===== src/hw/csg_defines.svh =====
/*
  constants for the calibration status group: register selectors, bit positions, masks,
  reset values.
  assumes it is included by bare name from the package and design files.
*/
`ifndef CSG_DEFINES_SVH
`define CSG_DEFINES_SVH
// How it works
// - event register clears on read or clear-status
// - enable mask cleared by writing zero
// - summary goes to status byte bit three
// - reported only when questionable mask enables it
// - bit 15 always reads zero
// - live condition bits zero to three
// - power auto-zero failure is event bit four
// - average-power zeroing failure is event bit five
// - channel power calibration failure is event bit six
// - baseband channel calibration error is event bit eight
// - rise and fall filters are read-write
`define CSG_SEL_COND      3'h0
`define CSG_SEL_RISE      3'h1
`define CSG_SEL_FALL      3'h2
`define CSG_SEL_EVENT     3'h3
`define CSG_SEL_MASK      3'h4
`define CSG_COND_MASK     16'h000F
`define CSG_EVONLY_MASK   16'h0170
`define CSG_USED_MASK     16'h017F
`define CSG_ZERO16        16'h0000
`define CSG_BIT_TXZERO    4
`define CSG_BIT_AVGZERO   5
`define CSG_BIT_CHPWR     6
`define CSG_BIT_BBCAL     8
`define CSG_STB_BIT       3
`define CSG_STB_RESET     8'h00
`endif


===== src/hw/csg_pkg.sv =====
/*
  types for the calibration status group.
  assumes csg_defines.svh is on the include path.
*/
`include "csg_defines.svh"
package csg_pkg;
  typedef logic [15:0] csg_word_t;
  typedef logic [2:0]  csg_sel_t;
endpackage


===== src/hw/csg_sync_if.sv =====
/*
  interface carrying raw and synchronised failure inputs between the top and the
  synchroniser.
  assumes one clock domain, CLK_SYS.
*/
`timescale 1ns/10ps
`default_nettype none
interface csg_sync_if;
  logic [7:0] raw;
  logic [7:0] rise;
  logic [7:0] fall;
  logic [7:0] level;
  modport top (output raw, input rise, input fall, input level);
  modport sync (input raw, output rise, output fall, output level);
endinterface
`default_nettype wire


===== src/hw/csg_sync.sv =====
/*
  three-flop synchroniser for the eight asynchronous failure inputs; reports
  the agreed level and one-cycle edges.
  assumes inputs come from outside the CLK_SYS domain.
*/
`timescale 1ns/10ps
`default_nettype none
module csg_sync (
  input  wire logic CLK_SYS,
  input  wire logic RESET,
  csg_sync_if.sync  sif
);
  import csg_pkg::*;
  typedef struct packed
  {
    logic [7:0] s1;
    logic [7:0] s2;
    logic [7:0] s3;
    logic [7:0] lvl;
  } csg_sync_st_t;
  csg_sync_st_t st_reg;
  csg_sync_st_t st_next;

  // a change counts once second and third stage agree
  always_comb
  begin
    st_next     = st_reg;
    st_next.s1  = sif.raw;
    st_next.s2  = st_reg.s1;
    st_next.s3  = st_reg.s2;
    st_next.lvl = (st_reg.s2 & st_reg.s3) | (st_reg.lvl & (st_reg.s2 | st_reg.s3));
  end

  always_ff @(posedge CLK_SYS)
  begin
    if (RESET)
      st_reg <= '0;
    else
      st_reg <= st_next;
  end

  // edges from the filtered level only, never from the first stage
  assign sif.level = st_reg.lvl;
  assign sif.rise  = st_next.lvl & ~st_reg.lvl;
  assign sif.fall  = ~st_next.lvl & st_reg.lvl;
endmodule
`default_nettype wire


===== src/hw/csg_top.sv =====
/*
  calibration status group: condition, rise/fall filters, latched events, enable mask
  and the summary that reaches status byte bit three through the questionable group.
  assumes the command parser issues one-cycle read and write strobes with a selector,
  and a one-cycle clear-status pulse; failure inputs are asynchronous levels.
*/
`timescale 1ns/10ps
`default_nettype none
`include "csg_defines.svh"
module csg_top (
  input  wire logic              CLK_SYS,
  input  wire logic              RESET,
  input  wire logic              SELFCAL_VM_FAIL,
  input  wire logic              SELFCAL_CNT_FAIL,
  input  wire logic              SELFCAL_SMP_FAIL,
  input  wire logic              SELFCAL_SA_FAIL,
  input  wire logic              TXZERO_FAIL,
  input  wire logic              AVGZERO_FAIL,
  input  wire logic              CHPWR_FAIL,
  input  wire logic              BBCAL_FAIL,
  input  wire logic              REG_RD,
  input  wire logic              REG_WR,
  input  wire csg_pkg::csg_sel_t REG_SEL,
  input  wire csg_pkg::csg_word_t REG_WDATA,
  input  wire logic              CLEAR_STATUS,
  input  wire logic              QUES_ENABLE_BIT,
  output logic                   REG_RVALID,
  output csg_pkg::csg_word_t     REG_RDATA,
  output logic                   GROUP_SUMMARY_BIT,
  output logic [7:0]             STATUS_BYTE
);
  import csg_pkg::*;

  typedef struct packed
  {
    csg_word_t cond;
    csg_word_t rise;
    csg_word_t fall;
    csg_word_t event_l;
    csg_word_t mask;
    csg_word_t rdata;
    logic      rvalid;
    logic      summ;
  } csg_state_t;

  csg_state_t st_reg;
  csg_state_t st_next;
  csg_word_t  cond_rise;
  csg_word_t  cond_fall;
  csg_word_t  direct_ev;
  csg_word_t  ev_set;
  csg_word_t  ev_now;
  logic       ev_clr;

  csg_sync_if sif ();

  // pack the failure pins; order sets the bit they report on
  assign sif.raw = {BBCAL_FAIL, CHPWR_FAIL, AVGZERO_FAIL, TXZERO_FAIL,
                    SELFCAL_VM_FAIL, SELFCAL_CNT_FAIL, SELFCAL_SMP_FAIL, SELFCAL_SA_FAIL};

  csg_sync u_sync (
    .CLK_SYS (CLK_SYS),
    .RESET   (RESET),
    .sif     (sif)
  );

  // keep only the implemented bits of a written word
  function automatic csg_word_t legal(input csg_word_t w);
    legal = w & `CSG_USED_MASK;
  endfunction

  // map the eight synced lanes onto register bit positions
  function automatic csg_word_t spread(input logic [7:0] v);
    csg_word_t w;
    w = `CSG_ZERO16;
    w[3:0] = v[3:0];
    w[`CSG_BIT_TXZERO]  = v[4];
    w[`CSG_BIT_AVGZERO] = v[5];
    w[`CSG_BIT_CHPWR]   = v[6];
    w[`CSG_BIT_BBCAL]   = v[7];
    spread = w;
  endfunction

  // edge and event sources
  always_comb
  begin
    cond_rise = spread(sif.rise) & `CSG_COND_MASK;
    cond_fall = spread(sif.fall) & `CSG_COND_MASK;
    direct_ev = spread(sif.rise) & `CSG_EVONLY_MASK;
    ev_set = (cond_rise & st_reg.rise) | (cond_fall & st_reg.fall) | direct_ev;
    ev_clr = CLEAR_STATUS | (REG_RD && REG_SEL == `CSG_SEL_EVENT);
  end

  // next state: new events win over a clear in the same cycle
  always_comb
  begin
    st_next        = st_reg;
    st_next.rvalid = REG_RD;
    st_next.cond   = spread(sif.level) & `CSG_COND_MASK;
    ev_now         = ev_clr ? `CSG_ZERO16 : st_reg.event_l;
    // bit 15 and unused bits never set
    st_next.event_l = legal(ev_now | ev_set);
    if (REG_WR)
    begin
      case (REG_SEL)
        `CSG_SEL_RISE: st_next.rise = legal(REG_WDATA);
        `CSG_SEL_FALL: st_next.fall = legal(REG_WDATA);
        `CSG_SEL_MASK: st_next.mask = legal(REG_WDATA);
        default: ;
      endcase
    end
    if (REG_RD)
    begin
      case (REG_SEL)
        `CSG_SEL_COND:  st_next.rdata = st_reg.cond;
        `CSG_SEL_RISE:  st_next.rdata = st_reg.rise;
        `CSG_SEL_FALL:  st_next.rdata = st_reg.fall;
        `CSG_SEL_EVENT: st_next.rdata = st_reg.event_l;
        `CSG_SEL_MASK:  st_next.rdata = st_reg.mask;
        default:        st_next.rdata = `CSG_ZERO16;
      endcase
    end
    st_next.summ = |(st_next.event_l & st_next.mask);
  end

  always_ff @(posedge CLK_SYS)
  begin
    if (RESET)
      st_reg <= '0;
    else
      st_reg <= st_next;
  end

  assign REG_RVALID        = st_reg.rvalid;
  assign REG_RDATA         = st_reg.rdata;
  assign GROUP_SUMMARY_BIT = st_reg.summ;

  // status byte: only bit three belongs to this path
  always_comb
  begin
    STATUS_BYTE = `CSG_STB_RESET;
    STATUS_BYTE[`CSG_STB_BIT] = st_reg.summ & QUES_ENABLE_BIT;
  end

  AST_BIT15_ZERO: assert property (@(posedge CLK_SYS) disable iff (RESET)
    REG_RVALID |-> !REG_RDATA[15]) else $error("bit 15 read as one");

  AST_EVENT_READ_CLEARS: assert property (@(posedge CLK_SYS) disable iff (RESET)
    (REG_RD && REG_SEL == `CSG_SEL_EVENT && sif.rise == 8'h00 && sif.fall == 8'h00)
    |=> st_reg.event_l == `CSG_ZERO16) else $error("event not cleared by read");

  AST_CLS_CLEARS: assert property (@(posedge CLK_SYS) disable iff (RESET)
    (CLEAR_STATUS && sif.rise == 8'h00 && sif.fall == 8'h00)
    |=> st_reg.event_l == `CSG_ZERO16) else $error("event not cleared by clear status");

  AST_MASK_ZERO: assert property (@(posedge CLK_SYS) disable iff (RESET)
    (REG_WR && REG_SEL == `CSG_SEL_MASK && REG_WDATA == `CSG_ZERO16)
    |=> st_reg.mask == `CSG_ZERO16) else $error("mask not cleared");

  AST_STB_GATE: assert property (@(posedge CLK_SYS) disable iff (RESET)
    STATUS_BYTE[`CSG_STB_BIT] == (GROUP_SUMMARY_BIT && QUES_ENABLE_BIT))
    else $error("status byte wrong");

  AST_STB_OTHERS: assert property (@(posedge CLK_SYS) disable iff (RESET)
    (STATUS_BYTE & ~(8'h01 << `CSG_STB_BIT)) == `CSG_STB_RESET)
    else $error("status byte bit outside this path set");

  AST_AVGZERO_EVENT: assert property (@(posedge CLK_SYS) disable iff (RESET)
    sif.rise[5] |=> st_reg.event_l[`CSG_BIT_AVGZERO]) else $error("avg zero event lost");

  AST_BBCAL_EVENT: assert property (@(posedge CLK_SYS) disable iff (RESET)
    sif.rise[7] |=> st_reg.event_l[`CSG_BIT_BBCAL]) else $error("baseband event lost");

  AST_RISE_LATCH: assert property (@(posedge CLK_SYS) disable iff (RESET)
    (sif.rise[3] && st_reg.rise[3]) |=> st_reg.event_l[3]) else $error("rise not latched");

  AST_FALL_LATCH: assert property (@(posedge CLK_SYS) disable iff (RESET)
    (sif.fall[0] && st_reg.fall[0]) |=> st_reg.event_l[0]) else $error("fall not latched");

  AST_RISE_WRITE: assert property (@(posedge CLK_SYS) disable iff (RESET)
    (REG_WR && REG_SEL == `CSG_SEL_RISE)
    |=> st_reg.rise == ($past(REG_WDATA) & `CSG_USED_MASK))
    else $error("rise filter write lost");

  AST_SUMMARY: assert property (@(posedge CLK_SYS) disable iff (RESET)
    ##1 GROUP_SUMMARY_BIT == |(st_reg.event_l & st_reg.mask)) else $error("summary wrong");

  AST_UNUSED_ZERO: assert property (@(posedge CLK_SYS) disable iff (RESET)
    (st_reg.event_l & ~`CSG_USED_MASK) == `CSG_ZERO16) else $error("unused event bit set");

  AST_COND_LEVEL: assert property (@(posedge CLK_SYS) disable iff (RESET)
    st_reg.cond[15:4] == 12'h000) else $error("condition upper bits set");

  AST_COND_FOLLOWS: assert property (@(posedge CLK_SYS) disable iff (RESET)
    1'b1 |=> st_reg.cond[3:0] == $past(sif.level[3:0]))
    else $error("condition does not follow level");

  // main scenarios reached
  COV_EVENT_READ: cover property (@(posedge CLK_SYS)
    REG_RD && REG_SEL == `CSG_SEL_EVENT && st_reg.event_l != `CSG_ZERO16);
  COV_SUMMARY: cover property (@(posedge CLK_SYS) STATUS_BYTE[`CSG_STB_BIT]);
  COV_FALL: cover property (@(posedge CLK_SYS) sif.fall[0] && st_reg.fall[0]);
  COV_CLEAR_STATUS: cover property (@(posedge CLK_SYS)
    CLEAR_STATUS && st_reg.event_l != `CSG_ZERO16);
endmodule
`default_nettype wire


===== config.mk =====
export PLATFORM = sky130hd
export DESIGN_NAME = csg_top
export DESIGN_NICKNAME = d
export VERILOG_FILES = /design/src/hw/csg_pkg.sv /design/src/hw/csg_sync_if.sv /design/src/hw/csg_sync.sv /design/src/hw/csg_top.sv
export VERILOG_INCLUDE_DIRS = /design/src /design/src/hw
export SDC_FILE = /design/constraint.sdc
export NUM_CORES = 1
export LEC_CHECK = 0
export BUFFER_PORTS_ARGS = -buffer_cell sky130_fd_sc_hd__buf_2
export CAP_MARGIN = 20
export CORE_MARGIN = 4
export CORE_UTILIZATION = 25
export DETAILED_ROUTE_END_ITERATION = 10
export GPL_TIMING_DRIVEN = 0
export HOLD_SLACK_MARGIN = 0.03
export PLACE_DENSITY = 0.44
export RECOVER_POWER = 25
export SLEW_MARGIN = 25
export SYNTH_ARGS = -nofsm -noshare
export SYNTH_HDL_FRONTEND = slang
export SYNTH_SLANG_ARGS = --single-unit
export TNS_END_PERCENT = 5

===== constraint.sdc =====
create_clock -name CLK_SYS -period 3.27 [get_ports CLK_SYS]
set_input_delay 0.654 -clock CLK_SYS [delete_from_list [all_inputs] [get_ports CLK_SYS]]
set_output_delay 0.654 -clock CLK_SYS [all_outputs]
set_load 0.02 [all_outputs]

==> Word level (Yosys, flattened, before mapping) <==
Index checks and enable logic that the tools add are counted.
{ "word_totals": {"register_bits": 106, "inputBits": 33, "elab_cells": 42} }
{ "op_classes": {"eq_ne": 4, "mux": 4, "n_bitwise": 16, "reduce_logical": 5} }
{ "op_table": {"columns": ["cell", "count"], "rows": [
  ["$pmux 16 s5", 1],
  ["$mux 16", 2],
  ["$or 9x9->9", 3],
  ["$and 8x8->8", 3],
  ["$and 4x9->9", 2],
  ["$and 9x16->16", 1],
  ["$or 8x8->8", 2],
  ["$reduce_or 16->1", 1],
  ["$mux 9", 1],
  ["$not 8->8", 1],
  ["$eq 3x2->1 const B", 2],
  ["$and 4x4->4", 1],
  ["$not 4->4", 1],
  ["$reduce_and 2->1", 2],
  ["$eq 3x1->1 const B", 1],
  ["$eq 3x3->1 const B", 1],
  ["$logic_not 3->1", 1],
  ["$and 1x1->1", 1],
  ["$logic_and 1x1->1", 1],
  ["$or 1x1->1", 1]
]} }

==> Logic depth before layout (Yosys ltp) <==
{ "logic_depth": {"depth_word": 11, "depth_mapped": 8} }

==> Cells and area by module <==
Synthesis repeated with hierarchy kept, for this count alone.
{ "hier_totals": {"hier_cells": 347, "hier_area_um2": 3230.6} }
{ "modules_own_cells": {"columns": ["module", "instances", "cells_per_inst", "area_each_um2", "seq_area_each_um2"], "rows": [
  ["csg_top", 1, 232, 2127.0, 920.9],
  ["csg_sync", 1, 115, 1103.6, 640.6]
]} }

==> Least setup slack after synthesis <==
Ideal clock, no wire load.
{ "synth_timing": {"kind": "in2reg", "start": "input REG_SEL[0]", "end": "register st_reg, in the netlist GROUP_SUMMARY_BIT", "setup_time_ps": 125, "arrival_time_ps": 2028, "slack_ps": 1117, "path_stages": 8, "n_path_buf": 3, "cell_sequence": "buf_4 nor2b_2 buf_6 and3b_1 buf_6 mux2i_1 o22ai_1 o41a_1"} }
{ "synth_between": {"elab_chain_len": 7, "word_cells_on_any_way": 10, "classes_between": "2 x eq/ne; 3 x mux; 3 x bitwise; 2 x reduce/logical"} }
{ "synth_rtl": {"columns": ["element", "line_no", "text"], "rows": [
  ["start: declaration", "csg_top.sv:23", "input wire csg_pkg::csg_sel_t REG_SEL,"],
  ["$eq 3x2->1", null, null],
  ["$logic_and 1x1->1 (no line)", null, null],
  ["$or 1x1->1", "csg_top.sv:91", "ev_clr = CLEAR_STATUS | (REG_RD && REG_SEL == `CSG_SEL_EVENT);"],
  ["$mux 9", "csg_top.sv:100", "ev_now = ev_clr ? `CSG_ZERO16 : st_reg.event_l;"],
  ["$or 9x9->9", "csg_top.sv:102", "st_next.event_l = legal(ev_now | ev_set);"],
  ["$and 9x16->16 *", "csg_top.sv:123", "st_next.summ = |(st_next.event_l & st_next.mask);"],
  ["$reduce_or 16->1 *", "csg_top.sv:123", null],
  ["end signal: assignment", "csg_top.sv:131", "st_reg <= st_next;"],
  ["end: declaration", "csg_top.sv:46", "csg_state_t st_reg;"]
]} }
Every way passes the cells marked *; elsewhere a longest branch is shown, timed or not.
A chain may end at the register's enable or synchronous reset.

==> Worst setup path in the final report <==
{ "layout_timing": {"start": "input REG_SEL[2]", "end": "register st_reg, in the netlist GROUP_SUMMARY_BIT"} }
The elaborated chain is that of the path after synthesis.

==> flow_metrics.env <==
export IMPL_critical_path_arrival_ns=2.35
export IMPL_io_pins=59
export IMPL_rsz0062_at_grt="false"
export IMPL_drt_pass1_iterations=4
export IMPL_hold_viol=0
export IMPL_die_h_um=119
export IMPL_routed_wl_um=7220
export IMPL_p_switching_mw=0.474
export IMPL_place_hpwl_um=5230
export IMPL_synth_edf_count=0
export IMPL_finalCritPeriodShare=0.658
export IMPL_ys_flop_type="dfxtp_1"
export IMPL_syn_area_mm2=0.00311
export IMPL_diodes=0
export IMPL_rows=40
export IMPL_finClkSkew_ns=0.00661
export IMPL_multiInputGateArea_mm2=0.00131
export IMPL_cts_resized=0
export IMPL_post_dp_cell_area_mm2=0.00353
export IMPL_worst_path_most_repeated_cell="buf_2"
export IMPL_syn_avg_cell_area_um2=9.53
export IMPL_design_die_area_mm2=0.0143
export IMPL_p_per_area_mw_per_mm2=581
export IMPL_cts_sinks=78
export IMPL_seq_power_share=0.438
export IMPL_ff_latch_area_mm2=0.00156
export IMPL_status="complete, no violations"
export IMPL_gp_congestion=0.791
export IMPL_fin_nets=417
export IMPL_tightest_slew_ns=0.737
export IMPL_cts_setup_buffers=0
export IMPL_clock_power_share=0.496
export IMPL_largest_reg_flops=36
export IMPL_min_path_type="flip-flop to flip-flop"
export IMPL_die_x_um=119
export IMPL_vias_per_cell=4.09
export IMPL_crit_slowest_cell="o41a_1"
export IMPL_ys_types=30
export IMPL_fin_setup_tns_ns=0
export IMPL_route_vias_total=2275
export IMPL_grt_overflow=0
export IMPL_antenna_found_initial=0
export IMPL_criticalPathCategory="input pin to flip-flop"
export IMPL_required_ns=3.47
export IMPL_path_delay_family="compound AO/OA/AOI/OAI gates"
export IMPL_gr_usage_all_layers=0.105
export IMPL_core_mm2=0.0121
export IMPL_grt_pass1_wl_um=11500
export IMPL_grt_pass1_vias=2148
export IMPL_grt_start_max_net_pins=14
export IMPL_start_kind="input pin"
export IMPL_wl_per_cell_um=13.0
export IMPL_report_final_slew_viol_count=0
export IMPL_end_kind="flip-flop"
export IMPL_stdcell_area_mm2=0.00387
export IMPL_fillers=1278
export IMPL_max_freq_mhz=465
export IMPL_ys_ff_latch=78
export IMPL_area_growth_pct=24.6
export IMPL_initial_core_util=0.257
export IMPL_path_cells="buf_2 > buf_2 > nor2b_1 > buf_4 > a31oi_2 > a21oi_1 > o22ai_1 > o41a_1"
export IMPL_hold_buffers=0
export IMPL_setup_violations=0
export IMPL_portBuffers=33
export IMPL_post_route_min_period_ns=2.15
export IMPL_max_clock_path_buffers=2
export IMPL_yosysSeqAreaShare=0.503
export IMPL_drtIter0Drc=90
export IMPL_ys_warn_count=0
export IMPL_combPwrFrac=0.066
export IMPL_layout_drive_gt1_share=0.216
export IMPL_cellLeakagePower_nw=1.52
export IMPL_cts_htree_levels=3
export IMPL_critPathMaxStageDelay_ns=0.47
export IMPL_cp_max_fo=10
export IMPL_synthCells=326
export IMPL_slew_limit_headroom=0.509
export IMPL_cts_tree="done"
export IMPL_max_cap_violations=0
export IMPL_ant_nets=0
export IMPL_p_int_mw=1.77
export IMPL_worstPathBufferInverterCount=3
export IMPL_clkTransAtPathRegs_ns=0.06
export IMPL_cts_buffers=9
export IMPL_worstSkewPairLatency_ns=0.32
export IMPL_swShare=0.211
export IMPL_synth_async_reset_ratio=0
export IMPL_cts_root_buffer="clkbuf_16"
export IMPL_drc=0
export IMPL_ir_worst_vdd_mv=0.229
## through the flow
stage	hold WS [ns]	utilization	instances	power, mW	setup slack (ns)
detailed placement	0.425	0.293	541	1.15	0.785
finish	0.434	0.321	556	2.25	1.12
global route	0.452	0.321	556	2.34	1.03
CTS	0.439	0.321	556	2.29	1.13
floorplan	0.414	-	340	1.11	1.12
global placement	0.419	0.293	541	1.15	0.776
## power by group through the flow
stage | logic [mW] | clock network [mW] | registers (mW)
global placement | 0.148 | 0 | 1.01
floorplan | 0.103 | 0 | 1.00
detailed placement | 0.149 | 0 | 1.01
finish | 0.148 | 1.11 | 0.984
global route | 0.164 | 1.19 | 0.987
CTS | 0.149 | 1.15 | 0.984
## metal layers
metal	GRT usage	up-vias	part of all wire
met4	0.0301	0	0.010
met2	0.162	65	0.43
met5	0	-	0
li1	-	1192	-
met1	0.140	1011	0.50
met3	0.0342	7	0.059
## final timing paths
kind | to | slack, ns | from | cells past startpoint
worst max-delay path | GROUP_SUMMARY_BIT | 1.12 | REG_SEL[2] | 8
worst min-delay path | u_sync.st_next[9] | 0.43 | u_sync.st_next[17] | 1
worst max register to register | GROUP_SUMMARY_BIT | 1.81 | u_sync.sif.level[2] | 5
worst min register to register | u_sync.st_next[9] | 0.43 | u_sync.st_next[17] | 1
## layout by cell type (no fill, tap or decap), types with 4 or more instances in the layout
master      n
nor2_1     45
nand4b_1    4
nor2b_1    34
buf_4      25
conb_1     15
mux2i_1    29
a21oi_1    20
clkbuf_1   11
a22oi_1    10
dfxtp_1    78
clkbuf_16   9
buf_2      37
o22ai_1     8
o21ai_0    13
o31ai_1     4
nand2_1    16
o221ai_1    4
## synthesized netlist by cell type (8+ instances only)
library cell	n	area, um^2
o21ai_0	13	65.1
a21oi_1	20	100
clkbuf_1	11	41.3
mux2i_1	29	290
nand2_1	16	60.1
nor2_1	45	169
o22ai_1	8	50.1
a22oi_1	10	75.1
buf_4	25	188
nor2b_1	34	213
dfxtp_1	78	1560
## cells by family after synthesis
group / Yosys count / share of synthesized area
compound gates: 63 / 0.127
buf+inv: 45 / 0.0911
flops: 78 / 0.503
mux: 32 / 0.104
other cells: 1 / 0.00121
simple gates: 107 / 0.173
## layout make-up
type | instances | share of cell area
inverters | 2 | 0.00194
multi-input cells | 217 | 0.339
repair buffers | 33 | 0.0427
clock inverters | 6 | 0.0288
well taps | 168 | 0.0543
plain buffers | 43 | 0.0711
clock buffers | 9 | 0.0582
flip-flops and latches | 78 | 0.403
(Power assumes the default switching activity.)
